--- src/hdl/cgm_pkg.sv ---
// Constants, register layouts and types of the clock generator
package cgm_pkg;

  // ----------------------------------------
  // Register offsets
  // ----------------------------------------
  localparam logic [2:0] ADDR_CTRL_ONE  = 3'h0;
  localparam logic [2:0] ADDR_CTRL_TWO  = 3'h1;
  localparam logic [2:0] ADDR_TRIM      = 3'h2;
  localparam logic [2:0] ADDR_STATUS    = 3'h3;
  localparam logic [2:0] ADDR_CTRL_FOUR = 3'h4;
  localparam logic [2:0] ADDR_IRQ_STAT  = 3'h6;
  localparam logic [2:0] ADDR_IRQ_MASK  = 3'h7;

  // ----------------------------------------
  // Reset values and fixed codes
  // ----------------------------------------
  localparam logic [7:0]  RST_CTRL_ONE  = 8'h04;
  localparam logic [7:0]  RST_CTRL_TWO  = 8'h40;
  localparam logic [7:0]  RST_CTRL_FOUR = 8'h00;
  localparam logic [11:0] DEBUG_TRIM    = 12'h800;
  localparam logic [1:0]  CLK_FLL       = 2'h0;
  localparam logic [1:0]  CLK_INT       = 2'h1;
  localparam logic [1:0]  CLK_EXT       = 2'h2;
  localparam logic [2:0]  REFERENCE_DIVIDER_FIELD_256      = 3'h3;
  localparam logic [12:0] EXT_HI_BASE   = 13'h0020;
  localparam logic [10:0] FLL_BASE      = 11'h200;

  // ----------------------------------------
  // Interrupt status bit positions
  // ----------------------------------------
  localparam int IRQ_LOCK = 0;
  localparam int IRQ_OSC  = 1;
  localparam int IRQ_REF  = 2;
  localparam int IRQ_CLK  = 3;

  // ----------------------------------------
  // Timing
  // ----------------------------------------
  localparam int CLK_PERIOD_NS = 10;
  localparam int SW_TIME_NS    = 100;
  localparam int LOCK_TIME_NS  = 1000;
  localparam int SW_CYC   = (SW_TIME_NS + CLK_PERIOD_NS - 1) / CLK_PERIOD_NS;
  localparam int LOCK_CYC = (LOCK_TIME_NS + CLK_PERIOD_NS - 1) / CLK_PERIOD_NS;
  localparam int SYNC_CYC = 3;

  // ----------------------------------------
  // Register layouts
  // ----------------------------------------
  typedef struct packed {
    logic [1:0] system_clock_select;
    logic [2:0] reference_divider_field;
    logic       internal_ref_select_bit;
    logic [1:0] rsv;
  } cgm_ctrl_one_t;

  typedef struct packed {
    logic [1:0] bus_divider_field;
    logic       range_bit;
    logic       oscillator_high_gain_bit;
    logic       low_power_bypass_bit;
    logic       crystal_select_bit;
    logic       external_ref_enable_bit;
    logic       rsv;
  } cgm_ctrl_two_t;

  typedef struct packed {
    logic [1:0] rsv_hi;
    logic       low_ref_optimise_bit;
    logic [2:0] rsv_lo;
    logic [1:0] fll_range_select;
  } cgm_ctrl_four_t;

  typedef struct packed {
    logic       rsv7;
    logic       lock_flag;
    logic       rsv5;
    logic       reference_source_status;
    logic [1:0] system_clock_status;
    logic       oscillator_ready_flag;
    logic       fine_trim_bit;
  } cgm_status_t;

endpackage

--- src/hdl/cgm_clock_gen.sv ---
// Clock generator mode control, status, lock model and trim
`timescale 1ns/10ps
module cgm_clock_gen
  import cgm_pkg::*;
(
  input  wire logic        i_clock,
  input  wire logic        i_rst_n,
  input  wire logic [2:0]  i_addr,
  input  wire logic [7:0]  i_wdata,
  input  wire logic        i_wr,
  input  wire logic        i_rd,
  output logic      [7:0]  o_rdata,
  input  wire logic        i_osc_started,
  input  wire logic        i_debug_boot,
  input  wire logic [8:0]  i_factory_trim,
  output logic      [10:0] o_fll_factor,
  output logic      [12:0] o_ref_divisor,
  output logic      [3:0]  o_bus_divisor,
  output logic      [1:0]  o_clock_status,
  output logic             o_fll_enable,
  output logic             o_osc_enable,
  output logic             o_osc_range,
  output logic             o_osc_gain,
  output logic      [8:0]  o_irc_trim,
  output logic             o_irq
);

  // ----------------------------------------
  // Helpers
  // ----------------------------------------
  function automatic logic [12:0] shl(input logic [12:0] base, input logic [2:0] n);
    shl = base << n;
  endfunction

  // ----------------------------------------
  // State
  // ----------------------------------------
  cgm_ctrl_one_t  c1_q;
  cgm_ctrl_two_t  c2_q;
  cgm_ctrl_four_t c4_q;
  logic [7:0]  trim_q;
  logic        fine_trim_bit_q;
  logic [3:0]  ist_q;
  logic [3:0]  imask_q;
  logic [2:0]  osc_s_q;
  logic [2:0]  dbg_s_q;
  logic        osc_f_q;
  logic        dbg_f_q;
  logic [2:0]  init_q;
  logic        osc_rdy_q;
  logic        reference_source_status_q;
  logic [1:0]  system_clock_status_q;
  logic [7:0]  sw_cnt_q;
  logic        lock_q;
  logic [15:0] lock_cnt_q;
  logic [7:0]  key_q;

  // ----------------------------------------
  // Decode
  // ----------------------------------------
  wire wr_c1 = i_wr && (i_addr == ADDR_CTRL_ONE);
  wire wr_c2 = i_wr && (i_addr == ADDR_CTRL_TWO);
  wire wr_c4 = i_wr && (i_addr == ADDR_CTRL_FOUR);
  wire wr_tr = i_wr && (i_addr == ADDR_TRIM);
  wire wr_st = i_wr && (i_addr == ADDR_STATUS);
  wire wr_is = i_wr && (i_addr == ADDR_IRQ_STAT);
  wire wr_im = i_wr && (i_addr == ADDR_IRQ_MASK);

  cgm_status_t stat;
  assign stat = '{rsv7: 1'b0, lock_flag: lock_q, rsv5: 1'b0,
                  reference_source_status: reference_source_status_q,
                  system_clock_status: system_clock_status_q,
                  oscillator_ready_flag: osc_rdy_q,
                  fine_trim_bit: fine_trim_bit_q};

  logic [7:0] rd_mux;
  always_comb begin
    if (i_addr == ADDR_CTRL_ONE) begin
      rd_mux = c1_q;
    end else if (i_addr == ADDR_CTRL_TWO) begin
      rd_mux = c2_q;
    end else if (i_addr == ADDR_TRIM) begin
      rd_mux = trim_q;
    end else if (i_addr == ADDR_STATUS) begin
      rd_mux = stat;
    end else if (i_addr == ADDR_CTRL_FOUR) begin
      rd_mux = c4_q;
    end else if (i_addr == ADDR_IRQ_STAT) begin
      rd_mux = {4'h0, ist_q};
    end else if (i_addr == ADDR_IRQ_MASK) begin
      rd_mux = {4'h0, imask_q};
    end else begin
      rd_mux = 8'h00;
    end
  end

  // ----------------------------------------
  // Switch-over and lock logic
  // ----------------------------------------
  wire       fll_on  = !c2_q.low_power_bypass_bit;
  wire       ref_ok  = c1_q.internal_ref_select_bit || osc_rdy_q;
  wire       ref_pnd = (c1_q.internal_ref_select_bit != reference_source_status_q) && ref_ok;
  // Reserved select code behaves as FLL
  wire [1:0] clk_tgt = (c1_q.system_clock_select == 2'h3) ? CLK_FLL : c1_q.system_clock_select;
  wire       clk_ok  = (clk_tgt == CLK_EXT) ? osc_rdy_q :
                       (clk_tgt == CLK_FLL) ? fll_on : 1'b1;
  wire       clk_pnd = (clk_tgt != system_clock_status_q) && clk_ok;
  wire       sw_done = (ref_pnd || clk_pnd) && (sw_cnt_q == 8'(SW_CYC - 1));
  // Reference first: the FLL must see its new source before being selected
  wire       ref_fire = sw_done && ref_pnd;
  wire       clk_fire = sw_done && !ref_pnd;
  wire       reference_source_status_d = ref_fire ? c1_q.internal_ref_select_bit : reference_source_status_q;
  wire [1:0] system_clock_status_d  = clk_fire ? clk_tgt : system_clock_status_q;

  // Any change of reference or factor forces a fresh lock
  wire [7:0] key_d    = {reference_source_status_d, c4_q.low_ref_optimise_bit, c4_q.fll_range_select,
                         c1_q.reference_divider_field, c2_q.range_bit};
  wire       relock   = !fll_on || (key_d != key_q);
  wire       lock_d   = !relock && (lock_cnt_q == 16'(LOCK_CYC - 1));
  wire       osc_d    = osc_f_q && c2_q.crystal_select_bit;

  wire [3:0] evt;
  assign evt[IRQ_LOCK] = lock_d && !lock_q;
  assign evt[IRQ_OSC]  = osc_d && !osc_rdy_q;
  assign evt[IRQ_REF]  = ref_fire;
  assign evt[IRQ_CLK]  = clk_fire;

  wire [1:0]  drs_eff = c4_q.fll_range_select;
  // Range 11 would need 2048, which the 11-bit factor cannot hold
  wire [10:0] fac_d   = FLL_BASE * (11'(drs_eff) + 11'h001);
  wire        ext_hi  = c2_q.range_bit && !reference_source_status_q;
  wire [12:0] reference_divider_field_d  = shl(ext_hi ? EXT_HI_BASE : 13'h0001, c1_q.reference_divider_field);
  wire [12:0] bus_divider_field_w  = shl(13'h0001, {1'b0, c2_q.bus_divider_field});
  // Nine-bit trim; higher code lengthens the oscillator period
  wire [8:0]  trim9   = {trim_q, fine_trim_bit_q};
  // Debug trim is wider than the nine-bit word; only its low bits fit
  wire [8:0]  boot_tr = dbg_f_q ? DEBUG_TRIM[8:0] : i_factory_trim;
  // Strap is trusted only after three stages and the agreement filter
  wire        trim_ld = (init_q == 3'(SYNC_CYC + 1));
  wire        init_ld = (init_q == 3'(SYNC_CYC + 2));

  // ----------------------------------------
  // Pin synchronisers
  // ----------------------------------------
  always_ff @(posedge i_clock or negedge i_rst_n) begin
    if (!i_rst_n) begin
      osc_s_q <= 3'h0;
      dbg_s_q <= 3'h0;
      osc_f_q <= 1'b0;
      dbg_f_q <= 1'b0;
    end else begin
      osc_s_q <= {osc_s_q[1:0], i_osc_started};
      dbg_s_q <= {dbg_s_q[1:0], i_debug_boot};
      if (osc_s_q[1] == osc_s_q[2]) begin
        osc_f_q <= osc_s_q[2];
      end
      if (dbg_s_q[1] == dbg_s_q[2]) begin
        dbg_f_q <= dbg_s_q[2];
      end
    end
  end

  // ----------------------------------------
  // Software registers
  // ----------------------------------------
  always_ff @(posedge i_clock or negedge i_rst_n) begin
    if (!i_rst_n) begin
      c1_q    <= RST_CTRL_ONE;
      c2_q    <= RST_CTRL_TWO;
      c4_q    <= RST_CTRL_FOUR;
      imask_q <= 4'h0;
      ist_q   <= 4'h0;
    end else begin
      if (wr_c1) begin
        c1_q <= {i_wdata[7:2], 2'h0};
      end
      if (wr_c2) begin
        c2_q <= {i_wdata[7:1], 1'b0};
      end
      if (wr_c4) begin
        c4_q <= {2'h0, i_wdata[5], 3'h0, i_wdata[1:0]};
      end
      if (wr_im) begin
        imask_q <= i_wdata[3:0];
      end
      // New events win over a simultaneous clear
      ist_q <= (ist_q & ~(wr_is ? i_wdata[3:0] : 4'h0)) | evt;
    end
  end

  // Trim is loaded once the debug strap has settled
  always_ff @(posedge i_clock or negedge i_rst_n) begin
    if (!i_rst_n) begin
      init_q  <= 3'h0;
      trim_q  <= 8'h00;
      fine_trim_bit_q <= 1'b0;
    end else begin
      if (!init_ld) begin
        init_q <= init_q + 3'h1;
      end
      if (trim_ld) begin
        trim_q  <= boot_tr[8:1];
        fine_trim_bit_q <= boot_tr[0];
      end else begin
        if (wr_tr) begin
          trim_q <= i_wdata;
        end
        if (wr_st) begin
          fine_trim_bit_q <= i_wdata[0];
        end
      end
    end
  end

  // ----------------------------------------
  // Switch-over, lock and oscillator status
  // ----------------------------------------
  always_ff @(posedge i_clock or negedge i_rst_n) begin
    if (!i_rst_n) begin
      sw_cnt_q   <= 8'h00;
      reference_source_status_q   <= 1'b1;
      system_clock_status_q    <= CLK_FLL;
      lock_q     <= 1'b0;
      lock_cnt_q <= 16'h0000;
      key_q      <= 8'h80;
      osc_rdy_q  <= 1'b0;
    end else begin
      sw_cnt_q   <= ((ref_pnd || clk_pnd) && !sw_done) ? sw_cnt_q + 8'h01 : 8'h00;
      reference_source_status_q   <= reference_source_status_d;
      system_clock_status_q    <= system_clock_status_d;
      key_q      <= key_d;
      lock_q     <= lock_d;
      lock_cnt_q <= (relock || lock_d) ? 16'h0000 : lock_cnt_q + 16'h0001;
      if (lock_d) begin
        lock_cnt_q <= lock_cnt_q;
      end
      osc_rdy_q  <= osc_d;
    end
  end

  // ----------------------------------------
  // Registered outputs
  // ----------------------------------------
  always_ff @(posedge i_clock or negedge i_rst_n) begin
    if (!i_rst_n) begin
      o_rdata        <= 8'h00;
      o_fll_factor   <= FLL_BASE;
      o_ref_divisor  <= 13'h0001;
      o_bus_divisor  <= 4'h1;
      o_clock_status <= CLK_FLL;
      o_fll_enable   <= 1'b0;
      o_osc_enable   <= 1'b0;
      o_osc_range    <= 1'b0;
      o_osc_gain     <= 1'b0;
      o_irc_trim     <= 9'h000;
      o_irq          <= 1'b0;
    end else begin
      o_rdata        <= i_rd ? rd_mux : 8'h00;
      o_fll_factor   <= fac_d;
      o_ref_divisor  <= reference_divider_field_d;
      o_bus_divisor  <= bus_divider_field_w[3:0];
      o_clock_status <= system_clock_status_q;
      o_fll_enable   <= fll_on;
      o_osc_enable   <= c2_q.external_ref_enable_bit || !reference_source_status_q;
      o_osc_range    <= c2_q.range_bit;
      o_osc_gain     <= c2_q.oscillator_high_gain_bit;
      o_irc_trim     <= trim9;
      o_irq          <= |(ist_q & imask_q);
    end
  end
endmodule

--- config.mk ---
export PLATFORM = sky130hd
export DESIGN_NAME = cgm_clock_gen
export DESIGN_NICKNAME = d
export VERILOG_FILES = /design/src/hdl/cgm_pkg.sv /design/src/hdl/cgm_clock_gen.sv
export SDC_FILE = /design/constraint.sdc
export NUM_CORES = 1
export LEC_CHECK = 0
export BUFFER_PORTS_ARGS = -buffer_cell sky130_fd_sc_hd__buf_2
export CORE_AREA = 2 2 117 119
export CTS_CLUSTER_SIZE = 20
export DETAILED_ROUTE_END_ITERATION = 10
export DIE_AREA = 0 0 119 121
export SYNTH_ARGS = -nofsm -noshare
export SYNTH_HDL_FRONTEND = slang
export SYNTH_SLANG_ARGS = --single-unit
--- constraint.sdc ---
create_clock -name i_clock -period 2 [get_ports i_clock]
set_input_delay 0.4 -clock i_clock [delete_from_list [all_inputs] [get_ports i_clock]]
set_output_delay 0.4 -clock i_clock [all_outputs]
set_load 0.1 [all_outputs]
Word level (Yosys, flattened, before mapping)
Cells that the tools add are included.
- input port bits: 26
- logic and storage cells: 121
- flip-flop bits (word level): 124
- output and inout port bits: 52
- reductions and logical operators: 35
- mux-type cells: 21
- $add $sub $neg: 4
- eq/ne operators: 17
- shift operators: 2
- bitwise gates (word level): 4
- operators by type and width (operator ; number):
    $mux W8 ; 7
    $logic_and A1 B1 Y1 ; 18
    $add A16 B1 Y16 const B ; 1
    $eq A16 B7 Y1 const B ; 1
    $mux W16 ; 1
    $eq A3 B3 Y1 const B ; 5
    $shl A6 B3 Y13 ; 1
    $mux W4 ; 3
    $mux W6 ; 2
    $mux W9 ; 1
    $add A8 B1 Y8 const B ; 1
    $and A4 B4 Y4 ; 2
    $eq A8 B4 Y1 const B ; 1
    $ne A8 B8 Y1 ; 1
    $logic_not A1 Y1 ; 7
    $mux W7 ; 1
    $eq A3 B2 Y1 const B ; 2
    $logic_or A1 B1 Y1 ; 5
    $mux W1 ; 5
    $eq A2 B2 Y1 const B ; 2
    $not A4 Y4 ; 1
    $or A4 B4 Y4 ; 1
    $reduce_bool A2 Y1 ; 2
    $reduce_or A4 Y1 ; 1
    other kinds (10) ; 11

Depth between registers and ports, before layout
- depth after elaboration: 16
- depth in mapped cells: 8
- mapped depth without buffers: 6

Least setup slack after synthesis
No wires, ideal clock.
- path kind: register to register
- start: reg sw_cnt_q[5]
- end: reg system_clock_status_q[0]
- setup time: 0.128 ns
- data required time: 1.872 ns
- buffers on the path: 0
- data arrival time: 1.878 ns
- clock period less this slack: 2.005 ns
- cell stages (with the launch flop): 5
- path slack: -0.005 ns
- path through: dfrtp_1 > or4_4 > or3_4 > nor3b_4 > mux2_1
- word-level cells in the longest chain between the ends: 3
- RTL lines (element ; line ; text):
    from (decl) ; cgm_clock_gen.sv:53 ; logic [7:0] sw_cnt_q;
    from (signal assigned) ; cgm_clock_gen.sv:228 ; sw_cnt_q <= ((ref_pnd || clk_pnd) && !sw_done) ? sw_cnt_q + 8'h01 : 8'h00;
    $eq A8 B4 Y1 ; cgm_clock_gen.sv:108 ; wire sw_done = (ref_pnd || clk_pnd) && (sw_cnt_q == 8'(SW_CYC - 1));
    $logic_and A1 B1 Y1 ; cgm_clock_gen.sv:108 ;
    $logic_and A1 B1 Y1 ; cgm_clock_gen.sv:111 ; wire clk_fire = sw_done && !ref_pnd;
    to (signal assigned) ; cgm_clock_gen.sv:230 ; system_clock_status_q <= system_clock_status_d;
    to (decl) ; cgm_clock_gen.sv:52 ; logic [1:0] system_clock_status_q;
Every way passes these cells.
A chain may end at the register's enable or synchronous reset.

Worst setup path after layout
Same ends and word-level chain as after synthesis.

==> impl.org <==
** Status
- Outcome :: finished, violations left
- Violated checks :: negative setup slack

** Placed design
- Input and output buffers added on the ports amount to 68.
- Prior to clock tree synthesis, the placed netlist has a worst setup slack of 3.728 ps.
- In this run the cell area measured after placement is 5843 µm².
- Detailed placement ended at an HPWL of 7810 µm.
- The congestion estimate from routability-driven global placement came to 0.8070.

** Die
- Core outline area :: 13090 µm²
- Die height :: 121 µm
- Number of placement rows :: 42
- Effective utilization at floorplan :: 39.67%
- Die W :: 119 µm
- Io pins :: 78
- The floorplan step defined a die boundary enclosing 14400 µm².

** Cells and area
- The post-route netlist has 27.75% of its cells at a drive strength greater than 1.
- After the last flow step, the layout net total stands at 576.
- With fillers left out, the area of the finished cells amounts to 6489 µm².
- Relative to the synthesized area, the layout overhead comes to 24.99%.
- The repair_antennas step left the layout with diodes totalling 0.

** Synthesis
- Synthesized-area fraction occupied by adder cells :: 2.314%
- The synthesized netlist devotes 16.24% of its cell area to simple gates.
- Xor-xnor portion of the synthesized cell area :: 4.724%
- The synthesized design contains 122 register bits.
- Area fraction in compound gates after synthesis :: 7.568%
- Largest cells by area after synthesis :: sky130_fd_sc_hd__dfrtp_1, sky130_fd_sc_hd__mux2_2, sky130_fd_sc_hd__dfstp_2
- Synthesis produced a netlist whose cell count is 447.
- Main combinational cell family by area after synthesis :: simple AND/OR/NAND/NOR gates
- The Yosys step of the flow raised 0 warnings.
- The commonest cells after synthesis are sky130_fd_sc_hd__dfrtp_1, sky130_fd_sc_hd__nand2_1, sky130_fd_sc_hd__nor2_1, sky130_fd_sc_hd__o21ai_0.
- sky130_fd_sc_hd__dfrtp_1 takes more of the synthesized area than any other cell.
- Share of the synthesized area in the top cell type :: 55.92%
- In this run, distinct cell masters in the synthesized netlist total 61.
- Post-Synthesis Mean Instance Area :: 11.61 µm²
- Portion of the post-synthesis area used by sequential elements :: 58.95%
- Most frequently used cell type in the post-synthesis netlist :: sky130_fd_sc_hd__dfrtp_1
- The synthesized netlist occupies a cell area of 5191 µm².
- Fraction of registers with async set/reset :: 100.0%
- In this run, synthesis inferred 0 flip-flops with an integrated enable.
- The portion of synthesized area spent on multiplexers is 6.483%.
- In the synthesized netlist the dominant register cell turns out to be sky130_fd_sc_hd__dfrtp_1.

** Clocking
- TritonCTS clock tree :: built
- Number of buffers added by the clock tree synthesis step :: 17
- Depth of the CTS H-tree :: 4
- Clock buffer depth :: 2
- Clock-pin slew was measured on the worst setup and hold paths at 50 ps.
- Clk Latency, worst-skew pair :: 420 ps
- Buffer type at the clock tree root :: sky130_fd_sc_hd__clkbuf_16
- Number of clock sinks seen by CTS :: 122

** Setup path
- Among all stages on the critical path, the largest delay is contributed by sky130_fd_sc_hd__or4_4.
- STA puts the critical path data required time at 2290 ps.
- The critical path in this run is classified as flip-flop to flip-flop.
- Delay of the slowest cell on the worst path :: 540 ps
- Worst-path fanout max :: 3
- Endpoint kind of the worst setup timing path :: flip-flop
- Cell family with most CP delay :: simple AND/OR/NAND/NOR gates
- Critical Path Start Type :: flip-flop
- STA puts the critical path data arrival time at 2300 ps.
- The number of buffers and inverters on the critical path is 0.
- Cells along the critical path :: or4_4 > or3_4 > nor3b_4 > mux2_4

** STA
- At the pin with the least slew margin, the transition time is 589.4 ps.
- Hold Worst Slack :: 85.45 ps
- RSZ-0062 raised after global routing :: yes
- Tightest slew margin relative to the limit :: 60.44%
- For the final database, setup skew stands at 20.11 ps.
- The final-report hold violation count came to 0.
- Timing would allow up to 0.4986 GHz.
- Dividing the final minimum period by the clock period gives 100.3%.
- Final max-slew violation count :: 0
- Setup slack on the critical path of the routed design comes to -5.818 ps.
- The worst path in the final design needs a cycle of 2006 ps, including I/O delays and setup.
- Setup violations remaining at the end of the flow were counted as 1.

** Route
- Number of violations reported at the end of detailed-routing iteration 0 :: 205
- Number of design rule violations left after detail routing :: 0
- For this run, the detailed router's first-pass iteration total came to 5.
- The count of nets left with antenna violations once routing finished came out at 0.
- Detailed routing inserted a total of 3602 vias.
- For this block, the routed nets add up to 11050 µm of wire.
- Detailed-route wire length per cell :: 15.12 µm
- Via density per instance :: 4.927

** Global route
- Total gr overflow :: 0
- Antenna violations before repair :: 0
- Gr busiest metal :: met2
- Via count of the first global-routing pass :: 3688
- For met3 alone, demand over resource in global routing was 4.464%.
- In the global route stage, met2 resource usage came out at 27.16%.
- Global routing used 21.72% of the available met1 tracks.
- Global-route usage over all layers :: 17.10%
- Entering global routing, the biggest net connects 48 pins.
- Global-route wire length before repair :: 18820 µm

** Flow run
- The tool flagged a number of max-cap violations equal to 0.

** Power
- Power spread over the standard cell area amounts to 1275 nW/µm².
- Max rail drop VDD :: 0.5579 mV
- The analysis attributes to cell leakage a power of 3.008 nW.
- Overall power after layout :: 0.008273 W

** Hold path
- Worst hold-check path type :: primary input to flip-flop
==> through the flow <==
step / utilization, % / cells / setup TNS, ps
global placement: 44.65 / 696 / 0
floorplan: - / 455 / 0
finish: 49.59 / 731 / -5.818
detailed placement: 44.65 / 696 / 0
CTS: 49.43 / 730 / -4.862
global route: 49.59 / 731 / -109.7
==> per-layer routing <==
layer / part of all wire (%) / wire (µm)
met1: 44 / 4881
met2: 50 / 5561
met4: 1.9 / 212
met5: 0 / 0
met3: 3.6 / 398
==> cell families (layout without fill, tap and decap cells) <==
| logic type | count (synthesis) | after routing |
|---|---|---|
| muxes | 30 | 30 |
| DFF | 122 | 122 |
| and+or+nand+nor | 155 | 155 |
| xor gates and xnor gates | 28 | 28 |
| buffers and inverters | 38 | 138 |
| adders and majority gates | 10 | 10 |
| other | 1 | 9 |
| AOI/OAI and AO/OA | 63 | 63 |
==> power breakdown <==
part,leakage [nW],switching [W],total [W],internal [W]
combinational,1.16,0.00160,0.00208,0.000475
clock,0.304,0.00103,0.00311,0.00208
sequential,1.54,0.000247,0.00309,0.00284
total,3.01,0.00288,0.00827,0.00539
==> final cells by class <==
cell class / instances / area (µm²)
inverters: 14 / 52.55
clock buffers: 24 / 491.7
well taps: 176 / 220.2
multi-input cells: 295 / 1986
clock inverters: 8 / 115.1
fillers: 1195 / 6596
flip-flops and latches: 122 / 3060
repair buffers: 92 / 563.0
==> worst register-to-register path: stages, from the launching register on <==
cell and delay (ps):
sky130_fd_sc_hd__dfrtp_1 370, sky130_fd_sc_hd__or4_4 540, sky130_fd_sc_hd__or3_4 360, sky130_fd_sc_hd__nor3b_4 280
sky130_fd_sc_hd__mux2_4 330
==> registers in the layout, summed over array words and instances (netlist names), 2 cells and up <==
register               count
c1_q                       6
c2_q                       7
dbg_s_q                    3
drs_eff                    2
imask_q                    4
init_q                     3
ist_q                      4
key_q                      8
lock_cnt_q                16
o_bus_divisor              4
o_clock_status             2
o_fll_factor               2
o_irc_trim                 9
o_rdata                    8
o_ref_divisor             13
osc_s_q                    3
sw_cnt_q                   8
system_clock_status_q      2
trim_q                     8
==> cells in the final DEF (no fill, tap or decap), types with 12 or more instances in the layout <==
cell type and count:
sky130_fd_sc_hd__a21oi_1 18, sky130_fd_sc_hd__buf_2 67, sky130_fd_sc_hd__buf_4 21, sky130_fd_sc_hd__clkbuf_16 17
sky130_fd_sc_hd__dfrtp_1 116, sky130_fd_sc_hd__inv_1 13, sky130_fd_sc_hd__mux2_2 17, sky130_fd_sc_hd__nand2_1 36
sky130_fd_sc_hd__nand3_1 12, sky130_fd_sc_hd__nor2_1 36, sky130_fd_sc_hd__o21ai_0 19, sky130_fd_sc_hd__xnor2_1 18
==> what timing repair did <==
item | CTS | global route
buffers inserted | 1 | 1
pin swaps | 0 | 2
hold buffers | 1 | 0
setup endpoints to repair | 2 | 4
gates cloned | 0 | 0
gates resized for setup | 0 | 3
hold endpoints to repair | 33 | 0
==> worst paths after layout <==
check	start	slack [ps]	cells after the start	endpoint
min	i_debug_boot	90	1	dbg_s_q[0]$_DFF_PN0_
max in group asynchronous	i_rst_n	860	3	c1_q[2]$_DFFE_PN1P_
max reg2reg	sw_cnt_q[5]$_DFF_PN0_	-6	4	system_clock_status_q[0]$_DFFE_PN0P_
max	sw_cnt_q[5]$_DFF_PN0_	-6	4	system_clock_status_q[0]$_DFFE_PN0P_
min in group asynchronous	i_rst_n	490	2	sw_cnt_q[1]$_DFF_PN0_
min reg2reg	osc_s_q[0]$_DFF_PN0_	350	0	osc_s_q[1]$_DFF_PN0_
No activity file was read; power rests on OpenSTA's default activity.
